`src/hdl/gst_pkg.sv`:
```
// Notes on behaviour
// - An external input only triggers when software enables it in the OR mask or the AND mask.
// - The main input is enabled by mask value 2 and the secondary input by mask value 4h.
// - One-level modes work on both inputs, while two-level modes work on the main input only.
// - Every valid sample of the digitized trigger input taken while running is compared against the levels.
// - Rising-edge mode opens the gate on an upward crossing and closes it on the next downward one.
// - Edge modes need a real crossing, so a signal already past the level at start does nothing.
// - Falling-edge mode opens the gate on a downward crossing and closes it on the next upward one.
// - In re-arm mode a re-arm level crossing arms the engine, and an opening trigger disarms it.
// - Positive re-arm mode closes the gate on a downward trigger crossing, with the re-arm level in the second level register.
// - The recorded gate length is padded up to the next alignment boundary.
// - Gate timestamps mark the true gate edges, not the padded end.
// - With timestamps on, each segment gives one timestamp at opening and one at closing.
// - A segment starts at start minus pretrigger and spans end minus start plus pad, pretrigger and posttrigger.
// - When the memory-size counter expires the recording ends, with an extra timestamp for an open gate.
package gst_pkg;
	// Register indices; byte address is four times the index
	localparam logic [15:0] IDX_OR_MASK     = 16'h9dda;
	localparam logic [15:0] IDX_AND_MASK    = 16'h9dee;
	localparam logic [15:0] IDX_MODE_MAIN   = 16'h9e3e;
	localparam logic [15:0] IDX_MODE_SEC    = 16'h9e3f;
	localparam logic [15:0] IDX_LVL_FIRST   = 16'ha550;
	localparam logic [15:0] IDX_LVL_SECOND  = 16'ha55a;
	localparam logic [15:0] IDX_CTRL        = 16'ha600;
	localparam logic [15:0] IDX_SEC_LVL     = 16'ha601;
	localparam logic [15:0] IDX_ALIGN       = 16'ha602;
	localparam logic [15:0] IDX_PRE         = 16'ha603;
	localparam logic [15:0] IDX_POST        = 16'ha604;
	localparam logic [15:0] IDX_MEMSIZE     = 16'ha605;
	localparam logic [15:0] IDX_STATUS      = 16'ha606;
	localparam logic [15:0] IDX_TS_START    = 16'ha607;
	localparam logic [15:0] IDX_TS_END      = 16'ha608;
	localparam logic [15:0] IDX_SEG_FIRST   = 16'ha609;
	localparam logic [15:0] IDX_SEG_LEN     = 16'ha60a;
	localparam int          APB_AW          = 18;
	// Mask and mode encodings
	localparam logic [31:0] MAIN_EXT_SOURCE_BIT      = 32'h0000_0002;
	localparam logic [31:0] SECONDARY_EXT_SOURCE_BIT = 32'h0000_0004;
	localparam logic [31:0] RISING_EDGE_MODE         = 32'h0000_0001;
	localparam logic [31:0] FALLING_EDGE_MODE        = 32'h0000_0002;
	localparam logic [31:0] REARM_QUALIFIER          = 32'h0100_0000;
	// Control fields
	localparam int          CTRL_RUN_BIT   = 0;
	localparam int          CTRL_TS_BIT    = 1;
	// Reset values
	localparam logic [31:0] RST_ZERO       = 32'h0000_0000;
	localparam logic [31:0] RST_ALIGN      = 32'h0000_0020;
	localparam logic [31:0] RST_MEMSIZE    = 32'h0000_1000;
	// Segment sequencer states
	typedef enum logic [2:0] {
		S_IDLE  = 3'b000,
		S_WAIT  = 3'b001,
		S_GATE  = 3'b010,
		S_ALIGN = 3'b011,
		S_POST  = 3'b100,
		S_DONE  = 3'b101
	} gst_seg_state_type;
endpackage

```
`src/hdl/gst_xing.sv`:
```
`timescale 1ns/1ps
`default_nettype none
// Level crossing detector between two consecutive samples
module gst_xing #(
	parameter int W = 32
) (
	input  wire logic                i_valid,
	input  wire logic signed [W-1:0] i_prev,
	input  wire logic signed [W-1:0] i_cur,
	input  wire logic signed [W-1:0] i_level,
	output logic                     o_up,
	output logic                     o_down
);
	// Landing exactly on the level counts as crossed
	assign o_up   = i_valid && (i_prev < i_level) && (i_cur >= i_level);
	assign o_down = i_valid && (i_prev > i_level) && (i_cur <= i_level);
endmodule // gst_xing
`default_nettype wire

```
`src/hdl/gst_gate_trigger.sv`:
```
// Chosen here: register access over APB.
`timescale 1ns/1ps
`default_nettype none
module gst_gate_trigger #(
	parameter int SMP_W = 16
) (
	input  wire logic                       i_clk_sys,
	input  wire logic                       i_rst_n,
	input  wire logic                       i_psel,
	input  wire logic                       i_penable,
	input  wire logic                       i_pwrite,
	input  wire logic [gst_pkg::APB_AW-1:0] i_paddr,
	input  wire logic [31:0]                i_pwdata,
	output logic      [31:0]                o_prdata,
	output logic                            o_pready,
	output logic                            o_pslverr,
	input  wire logic                       i_sample_valid,
	input  wire logic [SMP_W-1:0]           i_main_ext_sample,
	input  wire logic [SMP_W-1:0]           i_sec_ext_sample,
	output logic                            o_gate,
	output logic                            o_record,
	output logic                            o_done,
	output logic                            o_ts_strobe,
	output logic                            o_ts_is_end,
	output logic      [31:0]                o_ts_value,
	output logic                            o_seg_strobe,
	output logic      [31:0]                o_seg_first,
	output logic      [31:0]                o_seg_len
);
	logic [31:0] or_mask, and_mask, mode_main, mode_sec;
	logic [31:0] lvl_first, lvl_second, sec_lvl, ctrl;
	logic [31:0] align, pre, post, memsize;
	logic [31:0] ts_start, ts_end, pad_q, cnt, mem_left, sample_cnt;
	logic [31:0] rd_data, next_pad;
	logic        rd_hit, run, ts_en, sv, xv, have_prev;
	logic signed [31:0] cur_main, cur_sec, prev_main, prev_sec;
	logic        up_a, down_a, up_b, down_b, up_s, down_s;
	logic        main_gate, main_armed, sec_gate;
	logic        next_main_gate, next_main_armed, next_sec_gate;
	logic        main_open, main_close, main_arm;
	logic        main_pos, main_neg, main_rearm, sec_pos, sec_neg, sec_rearm;
	logic [1:0]  next_src, or_sel, and_sel;
	logic        gate_comb, gate_rise, mem_last;
	logic [15:0] idx;
	gst_pkg::gst_seg_state_type state;

	assign run      = ctrl[gst_pkg::CTRL_RUN_BIT];
	assign ts_en    = ctrl[gst_pkg::CTRL_TS_BIT];
	assign idx      = i_paddr[gst_pkg::APB_AW-1:2];
	assign cur_main = 32'(signed'(i_main_ext_sample));
	assign cur_sec  = 32'(signed'(i_sec_ext_sample));
	// Every valid sample while running is evaluated
	assign sv       = run && i_sample_valid;
	assign xv       = sv && have_prev;

	// Read decode; RO words show live engine state
	always_comb begin
		rd_data = gst_pkg::RST_ZERO;
		rd_hit  = (i_paddr[1:0] == 2'h0);
		if (idx == gst_pkg::IDX_OR_MASK) begin
			rd_data = or_mask;
		end else if (idx == gst_pkg::IDX_AND_MASK) begin
			rd_data = and_mask;
		end else if (idx == gst_pkg::IDX_MODE_MAIN) begin
			rd_data = mode_main;
		end else if (idx == gst_pkg::IDX_MODE_SEC) begin
			rd_data = mode_sec;
		end else if (idx == gst_pkg::IDX_LVL_FIRST) begin
			rd_data = lvl_first;
		end else if (idx == gst_pkg::IDX_LVL_SECOND) begin
			rd_data = lvl_second;
		end else if (idx == gst_pkg::IDX_CTRL) begin
			rd_data = ctrl;
		end else if (idx == gst_pkg::IDX_SEC_LVL) begin
			rd_data = sec_lvl;
		end else if (idx == gst_pkg::IDX_ALIGN) begin
			rd_data = align;
		end else if (idx == gst_pkg::IDX_PRE) begin
			rd_data = pre;
		end else if (idx == gst_pkg::IDX_POST) begin
			rd_data = post;
		end else if (idx == gst_pkg::IDX_MEMSIZE) begin
			rd_data = memsize;
		end else if (idx == gst_pkg::IDX_STATUS) begin
			rd_data = {24'h00_0000, main_armed, sec_gate, main_gate, o_gate, state, o_done};
		end else if (idx == gst_pkg::IDX_TS_START) begin
			rd_data = ts_start;
		end else if (idx == gst_pkg::IDX_TS_END) begin
			rd_data = ts_end;
		end else if (idx == gst_pkg::IDX_SEG_FIRST) begin
			rd_data = o_seg_first;
		end else if (idx == gst_pkg::IDX_SEG_LEN) begin
			rd_data = o_seg_len;
		end else begin
			rd_hit = 1'b0;
		end
	end

	// APB answer: no wait state; read data is taken into a flop in the setup cycle
	always_ff @(posedge i_clk_sys) begin
		if (!i_rst_n) begin
			o_pready  <= 1'b0;
			o_prdata  <= gst_pkg::RST_ZERO;
			o_pslverr <= 1'b0;
		end else begin
			o_pready  <= i_psel && !i_penable;
			o_pslverr <= i_psel && !i_penable && !rd_hit;
			if (i_psel && !i_penable) begin
				o_prdata <= rd_data;
			end
		end
	end

	// Register writes; only at the completing access edge
	always_ff @(posedge i_clk_sys) begin
		if (!i_rst_n) begin
			or_mask    <= gst_pkg::RST_ZERO;
			and_mask   <= gst_pkg::RST_ZERO;
			mode_main  <= gst_pkg::RST_ZERO;
			mode_sec   <= gst_pkg::RST_ZERO;
			lvl_first  <= gst_pkg::RST_ZERO;
			lvl_second <= gst_pkg::RST_ZERO;
			sec_lvl    <= gst_pkg::RST_ZERO;
			ctrl       <= gst_pkg::RST_ZERO;
			align      <= gst_pkg::RST_ALIGN;
			pre        <= gst_pkg::RST_ZERO;
			post       <= gst_pkg::RST_ZERO;
			memsize    <= gst_pkg::RST_MEMSIZE;
		end else if (i_psel && i_penable && o_pready && i_pwrite && rd_hit) begin
			if (idx == gst_pkg::IDX_OR_MASK) begin
				or_mask <= i_pwdata;
			end else if (idx == gst_pkg::IDX_AND_MASK) begin
				and_mask <= i_pwdata;
			end else if (idx == gst_pkg::IDX_MODE_MAIN) begin
				mode_main <= i_pwdata;
			end else if (idx == gst_pkg::IDX_MODE_SEC) begin
				mode_sec <= i_pwdata;
			end else if (idx == gst_pkg::IDX_LVL_FIRST) begin
				lvl_first <= i_pwdata;
			end else if (idx == gst_pkg::IDX_LVL_SECOND) begin
				lvl_second <= i_pwdata;
			end else if (idx == gst_pkg::IDX_CTRL) begin
				ctrl <= i_pwdata;
			end else if (idx == gst_pkg::IDX_SEC_LVL) begin
				sec_lvl <= i_pwdata;
			end else if (idx == gst_pkg::IDX_ALIGN) begin
				align <= i_pwdata;
			end else if (idx == gst_pkg::IDX_PRE) begin
				pre <= i_pwdata;
			end else if (idx == gst_pkg::IDX_POST) begin
				post <= i_pwdata;
			end else if (idx == gst_pkg::IDX_MEMSIZE) begin
				memsize <= i_pwdata;
			end
		end
	end

	// Previous sample; cleared while stopped so start never counts as a crossing
	always_ff @(posedge i_clk_sys) begin
		if (!i_rst_n || !run) begin
			have_prev <= 1'b0;
			prev_main <= 32'sh0;
			prev_sec  <= 32'sh0;
		end else begin
			if (i_sample_valid) begin
				have_prev <= 1'b1;
				prev_main <= cur_main;
				prev_sec  <= cur_sec;
			end
		end
	end

	// Crossing detectors: main first level, main second level, secondary level
	gst_xing #(.W(32)) u_main_first (
		.i_valid(xv), .i_prev(prev_main), .i_cur(cur_main), .i_level(signed'(lvl_first)),
		.o_up(up_a), .o_down(down_a));
	gst_xing #(.W(32)) u_main_second (
		.i_valid(xv), .i_prev(prev_main), .i_cur(cur_main), .i_level(signed'(lvl_second)),
		.o_up(up_b), .o_down(down_b));
	gst_xing #(.W(32)) u_sec (
		.i_valid(xv), .i_prev(prev_sec), .i_cur(cur_sec), .i_level(signed'(sec_lvl)),
		.o_up(up_s), .o_down(down_s));

	// Mode decode; unknown codes close the main source, while the secondary keeps its current gate
	assign main_rearm = (mode_main & gst_pkg::REARM_QUALIFIER) != gst_pkg::RST_ZERO;
	assign main_pos   = (mode_main & ~gst_pkg::REARM_QUALIFIER) == gst_pkg::RISING_EDGE_MODE;
	assign main_neg   = (mode_main & ~gst_pkg::REARM_QUALIFIER) == gst_pkg::FALLING_EDGE_MODE;
	assign sec_rearm  = (mode_sec & gst_pkg::REARM_QUALIFIER) != gst_pkg::RST_ZERO;
	assign sec_pos    = (mode_sec == gst_pkg::RISING_EDGE_MODE);
	assign sec_neg    = (mode_sec == gst_pkg::FALLING_EDGE_MODE);

	// Main input events per mode
	always_comb begin
		main_open  = 1'b0;
		main_close = 1'b0;
		main_arm   = 1'b0;
		if (main_rearm && main_pos) begin
			main_open  = main_armed && up_a;
			main_close = down_a;
			main_arm   = up_b;
		end else if (main_rearm && main_neg) begin
			main_open  = main_armed && down_b;
			main_close = up_b;
			main_arm   = down_a;
		end else if (main_pos) begin
			main_open  = up_a;
			main_close = down_a;
		end else if (main_neg) begin
			main_open  = down_a;
			main_close = up_a;
		end
	end

	// Next source gates; secondary refuses two-level codes
	always_comb begin
		next_main_gate  = main_open ? 1'b1 : (main_close ? 1'b0 : main_gate);
		// Arming wins over disarm when both land on one sample
		next_main_armed = main_arm ? 1'b1 : (main_open ? 1'b0 : main_armed);
		next_sec_gate   = sec_gate;
		if (!sec_rearm && sec_pos) begin
			next_sec_gate = up_s ? 1'b1 : (down_s ? 1'b0 : sec_gate);
		end else if (!sec_rearm && sec_neg) begin
			next_sec_gate = down_s ? 1'b1 : (up_s ? 1'b0 : sec_gate);
		end
		if (!main_pos && !main_neg) begin
			next_main_gate  = 1'b0;
			next_main_armed = 1'b0;
		end
		if (sec_rearm) begin
			next_sec_gate = 1'b0;
		end
	end

	// Mask combination on the next source state, so edges align with their sample
	assign next_src  = {next_sec_gate, next_main_gate};
	assign or_sel    = {or_mask[2], or_mask[1]} & 2'({gst_pkg::SECONDARY_EXT_SOURCE_BIT[2],
		gst_pkg::MAIN_EXT_SOURCE_BIT[1]});
	assign and_sel   = {and_mask[2], and_mask[1]} & 2'({gst_pkg::SECONDARY_EXT_SOURCE_BIT[2],
		gst_pkg::MAIN_EXT_SOURCE_BIT[1]});
	assign gate_comb = ((or_sel & next_src) != 2'h0) ||
		((and_sel != 2'h0) && ((and_sel & next_src) == and_sel));
	assign gate_rise = gate_comb && !o_gate;

	// Source gate state, cleared whenever acquisition stops
	always_ff @(posedge i_clk_sys) begin
		if (!i_rst_n || !run) begin
			main_gate  <= 1'b0;
			main_armed <= 1'b0;
			sec_gate   <= 1'b0;
			o_gate     <= 1'b0;
		end else begin
			main_gate  <= next_main_gate;
			main_armed <= next_main_armed;
			sec_gate   <= next_sec_gate;
			o_gate     <= gate_comb;
		end
	end

	// Sample index of the current sample
	always_ff @(posedge i_clk_sys) begin
		if (!i_rst_n || !run) begin
			sample_cnt <= gst_pkg::RST_ZERO;
		end else if (i_sample_valid) begin
			sample_cnt <= sample_cnt + 32'h1;
		end
	end

	// Pad so that gate length lands on the boundary; align is a power of two
	assign next_pad = (ts_start - sample_cnt) & (align - 32'h1);
	assign mem_last = (mem_left <= 32'h1);

	// Segment sequencer: gate, pad, posttrigger, descriptor
	always_ff @(posedge i_clk_sys) begin
		if (!i_rst_n) begin
			state        <= gst_pkg::S_IDLE;
			ts_start     <= gst_pkg::RST_ZERO;
			ts_end       <= gst_pkg::RST_ZERO;
			pad_q        <= gst_pkg::RST_ZERO;
			cnt          <= gst_pkg::RST_ZERO;
			mem_left     <= gst_pkg::RST_ZERO;
			o_ts_strobe  <= 1'b0;
			o_ts_is_end  <= 1'b0;
			o_ts_value   <= gst_pkg::RST_ZERO;
			o_seg_strobe <= 1'b0;
			o_seg_first  <= gst_pkg::RST_ZERO;
			o_seg_len    <= gst_pkg::RST_ZERO;
		end else begin
			o_ts_strobe  <= 1'b0;
			o_seg_strobe <= 1'b0;
			if (!run) begin
				state <= gst_pkg::S_IDLE;
			end else begin
				case (state)
					gst_pkg::S_IDLE: begin
						state    <= gst_pkg::S_WAIT;
						mem_left <= memsize;
					end
					gst_pkg::S_WAIT: begin
						if (sv && gate_rise) begin
							ts_start    <= sample_cnt;
							o_ts_value  <= sample_cnt;
							o_ts_strobe <= ts_en;
							o_ts_is_end <= 1'b0;
							mem_left    <= mem_left - pre - 32'h1;
							state       <= gst_pkg::S_GATE;
						end
					end
					gst_pkg::S_GATE: begin
						if (sv && mem_last) begin
							// Memory full with gate still open: extra closing stamp
							ts_end       <= sample_cnt;
							o_ts_value   <= sample_cnt;
							o_ts_strobe  <= ts_en;
							o_ts_is_end  <= 1'b1;
							o_seg_strobe <= 1'b1;
							o_seg_first  <= ts_start - pre;
							o_seg_len    <= sample_cnt - ts_start + pre;
							state        <= gst_pkg::S_DONE;
						end else if (sv) begin
							mem_left <= mem_left - 32'h1;
							if (!gate_comb) begin
								ts_end      <= sample_cnt;
								o_ts_value  <= sample_cnt;
								o_ts_strobe <= ts_en;
								o_ts_is_end <= 1'b1;
								pad_q       <= next_pad;
								cnt         <= (next_pad == 32'h0) ? post : next_pad;
								state       <= (next_pad == 32'h0) ? gst_pkg::S_POST :
									gst_pkg::S_ALIGN;
							end
						end
					end
					gst_pkg::S_ALIGN: begin
						if (sv && mem_last) begin
							state <= gst_pkg::S_DONE;
						end else if (sv) begin
							mem_left <= mem_left - 32'h1;
							cnt      <= (cnt == 32'h1) ? post : cnt - 32'h1;
							if (cnt == 32'h1) begin
								state <= gst_pkg::S_POST;
							end
						end
					end
					gst_pkg::S_POST: begin
						if (cnt == 32'h0) begin
							o_seg_strobe <= 1'b1;
							o_seg_first  <= ts_start - pre;
							o_seg_len    <= ts_end - ts_start + pad_q + pre + post;
							state        <= gst_pkg::S_WAIT;
						end else if (sv && mem_last) begin
							state <= gst_pkg::S_DONE;
						end else if (sv) begin
							mem_left <= mem_left - 32'h1;
							cnt      <= cnt - 32'h1;
						end
					end
					gst_pkg::S_DONE: begin
						state <= gst_pkg::S_DONE;
					end
					default: begin
						state <= gst_pkg::S_IDLE;
					end
				endcase
			end
		end
	end

	// Status outputs, one cycle behind the sequencer
	always_ff @(posedge i_clk_sys) begin
		if (!i_rst_n) begin
			o_record <= 1'b0;
			o_done   <= 1'b0;
		end else begin
			o_record <= (state == gst_pkg::S_GATE) || (state == gst_pkg::S_ALIGN) ||
				(state == gst_pkg::S_POST);
			o_done   <= (state == gst_pkg::S_DONE);
		end
	end

	property p_no_mask_no_gate;
		@(posedge i_clk_sys) disable iff (!i_rst_n)
		(or_sel == 2'h0 && and_sel == 2'h0) |=> (!o_gate || $past(or_mask) != or_mask
			|| $past(and_mask) != and_mask);
	endproperty
	a_no_mask_no_gate: assert property (p_no_mask_no_gate) else $error("gate with empty masks");

	property p_main_or_bit;
		@(posedge i_clk_sys) disable iff (!i_rst_n)
		(run && or_sel[0] && next_main_gate) |=> o_gate;
	endproperty
	a_main_or_bit: assert property (p_main_or_bit) else $error("main source not ORed in");

	property p_sec_no_rearm;
		@(posedge i_clk_sys) disable iff (!i_rst_n)
		sec_rearm |=> !sec_gate;
	endproperty
	a_sec_no_rearm: assert property (p_sec_no_rearm) else $error("secondary ran re-arm");

	property p_rise_open;
		@(posedge i_clk_sys) disable iff (!i_rst_n)
		(run && main_pos && !main_rearm && up_a) |=> main_gate;
	endproperty
	a_rise_open: assert property (p_rise_open) else $error("rising edge did not open");

	property p_no_first_sample;
		@(posedge i_clk_sys) disable iff (!i_rst_n)
		(run && !have_prev) |=> !main_gate && !sec_gate;
	endproperty
	a_no_first_sample: assert property (p_no_first_sample) else $error("opened at start");

	property p_fall_open;
		@(posedge i_clk_sys) disable iff (!i_rst_n)
		(run && main_neg && !main_rearm && down_a) |=> main_gate;
	endproperty
	a_fall_open: assert property (p_fall_open) else $error("falling edge did not open");

	property p_disarmed_blocks;
		@(posedge i_clk_sys) disable iff (!i_rst_n)
		(run && main_rearm && main_pos && !main_armed && !main_gate) |=> !main_gate;
	endproperty
	a_disarmed_blocks: assert property (p_disarmed_blocks) else $error("opened disarmed");

	property p_rearm_close;
		@(posedge i_clk_sys) disable iff (!i_rst_n)
		(run && main_rearm && main_pos && down_a) |=> !main_gate;
	endproperty
	a_rearm_close: assert property (p_rearm_close) else $error("re-arm gate not closed");

	property p_post_aligned;
		@(posedge i_clk_sys) disable iff (!i_rst_n)
		(state == gst_pkg::S_GATE) ##1 (state == gst_pkg::S_POST || state == gst_pkg::S_ALIGN)
			|-> ((ts_end - ts_start + pad_q) & (align - 32'h1)) == 32'h0;
	endproperty
	a_post_aligned: assert property (p_post_aligned) else $error("gate end not aligned");

	property p_start_stamp;
		@(posedge i_clk_sys) disable iff (!i_rst_n)
		(state == gst_pkg::S_WAIT && run && sv && gate_rise && ts_en)
			|=> o_ts_strobe && !o_ts_is_end && o_ts_value == $past(sample_cnt);
	endproperty
	a_start_stamp: assert property (p_start_stamp) else $error("missing start stamp");

	property p_seg_span;
		@(posedge i_clk_sys) disable iff (!i_rst_n)
		(o_seg_strobe && state == gst_pkg::S_WAIT)
			|-> o_seg_first + o_seg_len == ts_end + pad_q + post;
	endproperty
	a_seg_span: assert property (p_seg_span) else $error("segment span wrong");

	property p_mem_expire;
		@(posedge i_clk_sys) disable iff (!i_rst_n)
		(run && state == gst_pkg::S_GATE && sv && mem_last)
			|=> state == gst_pkg::S_DONE && o_seg_strobe && o_ts_is_end ##1 o_done;
	endproperty
	a_mem_expire: assert property (p_mem_expire) else $error("memsize expiry not handled");
endmodule // gst_gate_trigger
`default_nettype wire

```
`config.mk`:
```
export PLATFORM = sky130hd
export DESIGN_NAME = gst_gate_trigger
export DESIGN_NICKNAME = d
export VERILOG_FILES = /design/src/hdl/gst_pkg.sv /design/src/hdl/gst_xing.sv /design/src/hdl/gst_gate_trigger.sv
export SDC_FILE = /design/constraint.sdc
export NUM_CORES = 2
export LEC_CHECK = 0
export ABC_AREA = 1
export BUFFER_PORTS_ARGS = -buffer_cell sky130_fd_sc_hd__buf_2
export CAP_MARGIN = 30
export CORE_AREA = 5 5 461 281
export CTS_BUF_LIST = sky130_fd_sc_hd__clkbuf_4 sky130_fd_sc_hd__clkbuf_8 sky130_fd_sc_hd__clkbuf_16
export CTS_CLUSTER_DIAMETER = 120
export DETAILED_ROUTE_END_ITERATION = 10
export DIE_AREA = 0 0 466 286
export PLACE_DENSITY = 0.55
export SETUP_SLACK_MARGIN = 0.5
export SLEW_MARGIN = 30
export SYNTH_ARGS = -nofsm -noshare
export SYNTH_HDL_FRONTEND = slang
export SYNTH_SLANG_ARGS = --single-unit
export TNS_END_PERCENT = 5
```
`constraint.sdc`:
```
create_clock -name i_clk_sys -period 6 [get_ports i_clk_sys]
set_input_delay 0.6 -clock i_clk_sys [delete_from_list [all_inputs] [get_ports i_clk_sys]]
set_output_delay 0.6 -clock i_clk_sys [all_outputs]
set_load 0.05 [all_outputs]
```
## Word-level counts from Yosys, hierarchy flattened

Index checks and enable logic that the tools add are counted.

| storage, ports and cells | value |
|---|---|
| output and inout bits | 136 |
| bits of input ports | 88 |
| word-level logic and storage cells | 310 |
| register bits after elaboration | 751 |

| operators by class | value |
|---|---|
| $lt $le $gt $ge | 13 |
| mux-type cells | 107 |
| eq/ne operators | 45 |
| bitwise gates (word level) | 16 |
| $add $sub $neg | 14 |
| reductions and logical operators | 78 |

Operator list:

| cell | number |
|---|---|
| 32-bit 2-to-1 mux | 39 |
| 16-bit equality test (second input constant) | 17 |
| 32-bit one-hot mux with 2 select lines | 3 |
| 32-bit subtractor | 5 |
| 32-bit adder | 4 |
| 32-bit one-hot mux with 4 select lines | 1 |
| 32-bit by 1-bit subtractor with 32-bit output (second input constant) | 4 |
| 16-bit by 32-bit >= comparator with 1-bit output | 3 |
| 16-bit by 32-bit greater-than comparator with 1-bit output | 3 |
| 16-bit by 32-bit less-or-equal comparator with 1-bit output | 3 |
| 16-bit by 32-bit less-than comparator with 1-bit output | 3 |
| 32-bit one-hot mux with 3 select lines | 1 |
| 32-bit by 1-bit equality test with 1-bit output (second input constant) | 2 |
| 32-bit logical NOT | 2 |
| 1-bit 2-to-1 mux | 49 |
| 32-bit by 1-bit adder with 32-bit output (second input constant) | 1 |
| 32-bit bitwise AND | 1 |
| 32-bit by 2-bit equality test with 1-bit output (second input constant) | 1 |
| 32-bit by 1-bit less-or-equal comparator with 1-bit output (second input constant) | 1 |
| 31-bit by 1-bit equality test with 1-bit output (second input constant) | 1 |
| 31-bit by 2-bit equality test with 1-bit output (second input constant) | 1 |
| 1-bit logical AND | 31 |
| 3-bit 2-to-1 mux | 10 |
| 2-bit != test (second input constant) | 11 |
| 30 further kinds | 76 |

## Depth between registers and ports, before layout

| logic depth | value |
|---|---|
| depth in word-level cells | 20 |
| depth in mapped cells | 32 |
| depth with buffers taken out | 31 |

## Cells and area by module

A second synthesis with hierarchy kept.

| unflattened totals | value |
|---|---|
| cell total of the unflattened synthesis | 7581 |
| area, all modules | 51190.3 um^2 |

Modules (own cells, without submodules):

| module | instances | cells each | area each (um^2) | sequential area each (um^2) |
|---|---|---|---|---|
| gst_gate_trigger | 1 | 6789 | 46055.4 | 15034.4 |
| gst_xing | 3 | 264 | 1711.6 | 0.0 |

## Worst setup path before layout

Ideal clock, no wire load.

| path | value |
|---|---|
| path kind | register -> register |
| from | reg pre[1] |
| to | reg o_seg_len[23] |
| arrival | 4.754 ns |
| cell stages (with the launch flop) | 29 |
| data required time | 5.884 ns |
| path buffers | 0 |
| library setup time | 0.116 ns |
| slack | 1.130 ns |
| period minus slack after synthesis | 4.870 ns |
| path through | dfxtp_1 -> inv_1 -> fa_1 -> inv_1 -> fa_1 -> fa_1 -> ha_1 -> inv_1 -> fa_1 -> inv_1 -> nand3_1 -> nand2_1 -> nand2_1 -> nand2_1 -> a21oi_1 -> o21ai_0 -> inv_1 -> o21ai_0 -> inv_1 -> o21ai_0 -> a21oi_1 -> o21ai_0 -> nand2_1 -> nand2_1 -> nand2_1 -> inv_1 -> o21ai_0 -> o21ai_0 -> inv_1 |

| on the way | value |
|---|---|
| cells in the longest elaborated chain, start to end | 4 |
| elaborated cells on any way between the ends | 6 |
| those cells by class | 3 x add/sub; 3 x mux |

RTL lines:

| element | line | RTL |
|---|---|---|
| start, declared | gst_gate_trigger.sv:32 | `logic [31:0] align, pre, post, memsize;` |
| start signal, assigned | gst_gate_trigger.sv:126 | `pre <= gst_pkg::RST_ZERO;` |
| start signal, assigned | gst_gate_trigger.sv:149 | `pre <= i_pwdata;` |
| 32-bit adder (2 in a row) | gst_gate_trigger.sv:348 | `o_seg_len <= ts_end - ts_start + pad_q + pre + post;` |
| 32-bit 2-to-1 mux | gst_gate_trigger.sv:345 | `if (cnt == 32'h0) begin` |
| 32-bit one-hot mux with 2 select lines (*) | gst_gate_trigger.sv:293 | `case (state)` |
| end signal, assigned | gst_gate_trigger.sv:286 | `o_seg_len <= gst_pkg::RST_ZERO;` |
| end signal, assigned | gst_gate_trigger.sv:317 | `o_seg_len <= sample_cnt - ts_start + pre;` |
| end signal, assigned | gst_gate_trigger.sv:348 |  |
| end, declared | gst_gate_trigger.sv:28 | `output logic [31:0] o_seg_len` |

Mark *: on every way between the ends. The rest lies on a longest branch, timed or not. The select of a mux whose other input is x is not followed.
A chain may end at the register's enable or synchronous reset.

## Worst setup path in the final report

| path | value |
|---|---|
| from | reg pre[3] |
| to | reg o_seg_len[28] |

Same word-level chain as after synthesis.

==> impl_metrics.ini <==
[sta]
setup_violations = 0
fmax_mhz = 188.7
fin_skew_ps = 39.61
tightest_slew_ps = 1162
hold_violations = 0
rsz0062_at_grt = yes
finalCritPeriodShare_pct = 88.31
finalSetupTns_ps = 0
slew_headroom_pct = 21.79
holdWs_ps = 182.4
setup_slack_ps = 701.5
period_needed_ps = 5298
finalMaxSlewViolations = 0

[synth]
synth_common_cells = nand2_1 (1053), a21oi_1 (1026), inv_1 (883)
yosys.area.top_type = dfxtp_1
ys_top_cells_by_area = dfxtp_1 (30%), a21oi_1 (10%), ha_1 (9.0%)
muxShareOfSynthArea_pct = 0
ys_seq_area_share_pct = 30.33
synth-compound-area-share_pct = 25.30
syn_area_per_cell_um2 = 7.083
syn_nets = 7567
synth_seq_cells = 751
synthAdderAreaFrac_pct = 14.05
synth_flop_cell = dfxtp_1
synth_cell_types = 61
yosysWarnings = 0
async_reset_ff_share_pct = 0
synth_edf_count = 0
yosysMostFrequentCell = nand2_1
synth_top_area_share_pct = 30.33
synth_top_family_by_area = compound AO/OA/AOI/OAI gates
synth_area_mm2 = 0.04956
synth-simple-area-share_pct = 18.78
synth_xor_area_share_pct = 2.244
syn_inst = 6998

[cts]
root_buffer = clkbuf_16
cts_tree = done
htree_num_levels = 3
ctsHoldBuffers = 0
clock_path_buffers = 3
clock_latency_ps = 710
cts_made_buffers = 84
path_clk_slew_ps = 70
cts_num_sinks = 751

[cells_and_area]
regArea_mm2 = 0.01503
nFillCells = 12960
multiInputGateArea_mm2 = 0.03005
layout.nets = 7713
instances_no_fill = 8914
design_area_mm2 = 0.05589
areaGrowthSynthToFinish_pct = 12.76
final_core_util_pct = 44.63
drive_gt1_share_pct = 8.748

[routing]
routed_via_density = 5.835
vias = 52010
firstDrtPassIters = 8
routed_wl_um = 233900
postRouteAntennaNets = 0
drc = 0
drt_iter0_drc = 7393
wl_per_cell_um = 26.24

[outcome]
status = finished clean

[floorplan]
die_area_mm2 = 0.1333
rows = 101
start_util_pct = 39.58
core_mm2 = 0.1252
io_pins = 224
fp.dieH_um = 286
die_x_um = 466

[power]
p_leak_nw = 24.79
p_switching_mw = 2.870
netSwitchingFraction_pct = 25.53
p_int_mw = 8.372
p_comb_share_pct = 4.4
ir_drop_mv = 0.1977
p_seq_share_pct = 44.5
clkPwrFrac_pct = 51.1
power.total_mw = 11.24
p_per_area_mw_per_mm2 = 201.1

[global_routing]
met3_usage_pct = 10.85
grt-ovfl-total = 0
grt_pass1_vias = 45910
grt-busiest-layer = met1
grt.total_usage_pct = 33.80
grt_use_met2_pct = 41.37
grt_pass1_wl_um = 332300
met1_usage_pct = 55.18
antenna_found_initial = 15
grt_max_degree = 201

[hold_path]
holdCritPathClass = input pin to flop

[placed_design]
dpl_cell_area_mm2 = 0.05286
port_buffers = 223
place_inst = 8753
dp_slack_ps = 503.3
post-dp-hpwl_um = 186200
gp_congestion = 1.049

[critical_path]
cp.arrival_ps = 5890
crit_path_start_kind = flop
worstSetupPathType = flop to flop
endpoint_kind = flop
required_ps = 6590
crit_fanout = 5

[job]
cap_violations = 0
flip-flops by register name, indices dropped and copies added (netlist names), 16 cells and up:
| signal | flops |
|---|---|
| ctrl | 32 |
| align | 32 |
| prev_sec | 16 |
| mem_left | 32 |
| mode_sec | 32 |
| sample_cnt | 32 |
| memsize | 32 |
| o_ts_value | 32 |
| and_mask | 32 |
| post | 32 |
| o_seg_first | 32 |
| mode_main | 32 |
| lvl_second | 32 |
| sec_lvl | 32 |
| or_mask | 32 |
| cnt | 32 |
| ts_start | 32 |
| pre | 32 |
| prev_main | 16 |
| o_prdata | 32 |
| pad_q | 32 |
| o_seg_len | 32 |
| lvl_first | 32 |
| ts_end | 32 |
layer usage:
metal,routed length [um],up-vias
met5,27,-
met1,115000,24820
met2,82420,2829
li1,-,24090
met3,31500,270
met4,4916,4
timing repair:
action	in CTS	in global routing
resized for setup	0	8
setup endpoints to repair	0	13
setup buffers	0	0
power groups by stage:
| stage | registers (mW) | logic, mW | clock network [mW] |
|---|---|---|---|
| after floorplan | 5.14 | 0.225 | 0 |
| after global placement | 5.12 | 0.470 | 0 |
| after detailed placement | 5.12 | 0.476 | 0 |
| after CTS | 5.01 | 0.477 | 5.79 |
| after global routing | 5.00 | 0.523 | 6.00 |
| final | 5.01 | 0.491 | 5.74 |
area by class of cell:
| class | count | area share, % |
|---|---|---|
| flip-flops and latches | 751 | 26.90 |
| inverters | 905 | 6.092 |
| clock inverters | 46 | 0.9761 |
| repair buffers | 363 | 4.173 |
| clock buffers | 109 | 4.285 |
| diodes | 2 | 0.008955 |
| well taps | 1699 | 3.804 |
| multi-input cells | 5039 | 53.76 |
critical path: stages (launching register included):
cell      delay (ps)
dfxtp_1          330
inv_1            130
fa_1             560
inv_1             50
fa_1             530
fa_1             420
ha_1             370
nand3_1           90
nand2_1          120
a31oi_1          160
o21ai_0          360
a21boi_1         180
o21ai_0          530
a21oi_2          170
nor2_1           150
nand2_1          110
nand2_1          150
a21boi_1         130
o21ai_0          230
a21oi_1           90
o21ai_0          120
nand3_1           90
nand2_1           70
inv_1             40
final timing paths:
check / to / start / cells past startpoint / slack (ps)
worst max-delay path: o_seg_len[28]$_SDFFE_PN0P_ / pre[3]$_SDFFE_PN0P_ / 23 / 700
worst min-delay path: prev_main[14]$_SDFFE_PN0P_ / i_main_ext_sample[14] / 3 / 180
worst max register to register: o_seg_len[28]$_SDFFE_PN0P_ / pre[3]$_SDFFE_PN0P_ / 23 / 700
worst min register to register: ctrl[23]$_SDFFE_PN0P_ / ctrl[23]$_SDFFE_PN0P_ / 2 / 450
logic make-up (layout without fill, tap and decap cells):
group,after synthesis,count (layout)
compound gates,2272,2272
simple gates,2159,2159
buf+inv,1208,1423
flops,751,751
fa+ha+maj,481,481
xor+xnor,127,127
other cells,0,2
placed cells by master (no fill, tap or decap), drive strengths merged, types with 9 or more instances in the layout:
cell type | Yosys | routed
nor4 | 49 | 49
dfxtp | 751 | 751
inv | 894 | 896
clkinv | 11 | 34
nand2 | 1059 | 1059
nand4 | 81 | 81
xnor2 | 50 | 50
buf | 46 | 363
ha | 355 | 355
or2 | 41 | 41
o211ai | 62 | 62
a21o | 17 | 17
a211oi | 47 | 47
nor3 | 106 | 106
a21boi | 17 | 17
o22ai | 40 | 40
nor2 | 533 | 533
o21bai | 16 | 16
o21ai | 812 | 812
o21a | 72 | 72
clkinvlp | 0 | 11
bufinv | 0 | 10
nand3b | 9 | 9
a31oi | 31 | 31
o2111ai | 36 | 36
fa | 126 | 126
xor2 | 77 | 77
o221ai | 16 | 16
a21oi | 1028 | 1028
clkbuf | 257 | 109
a221oi | 51 | 51
nand3 | 264 | 264
(Power assumes the default switching activity.)
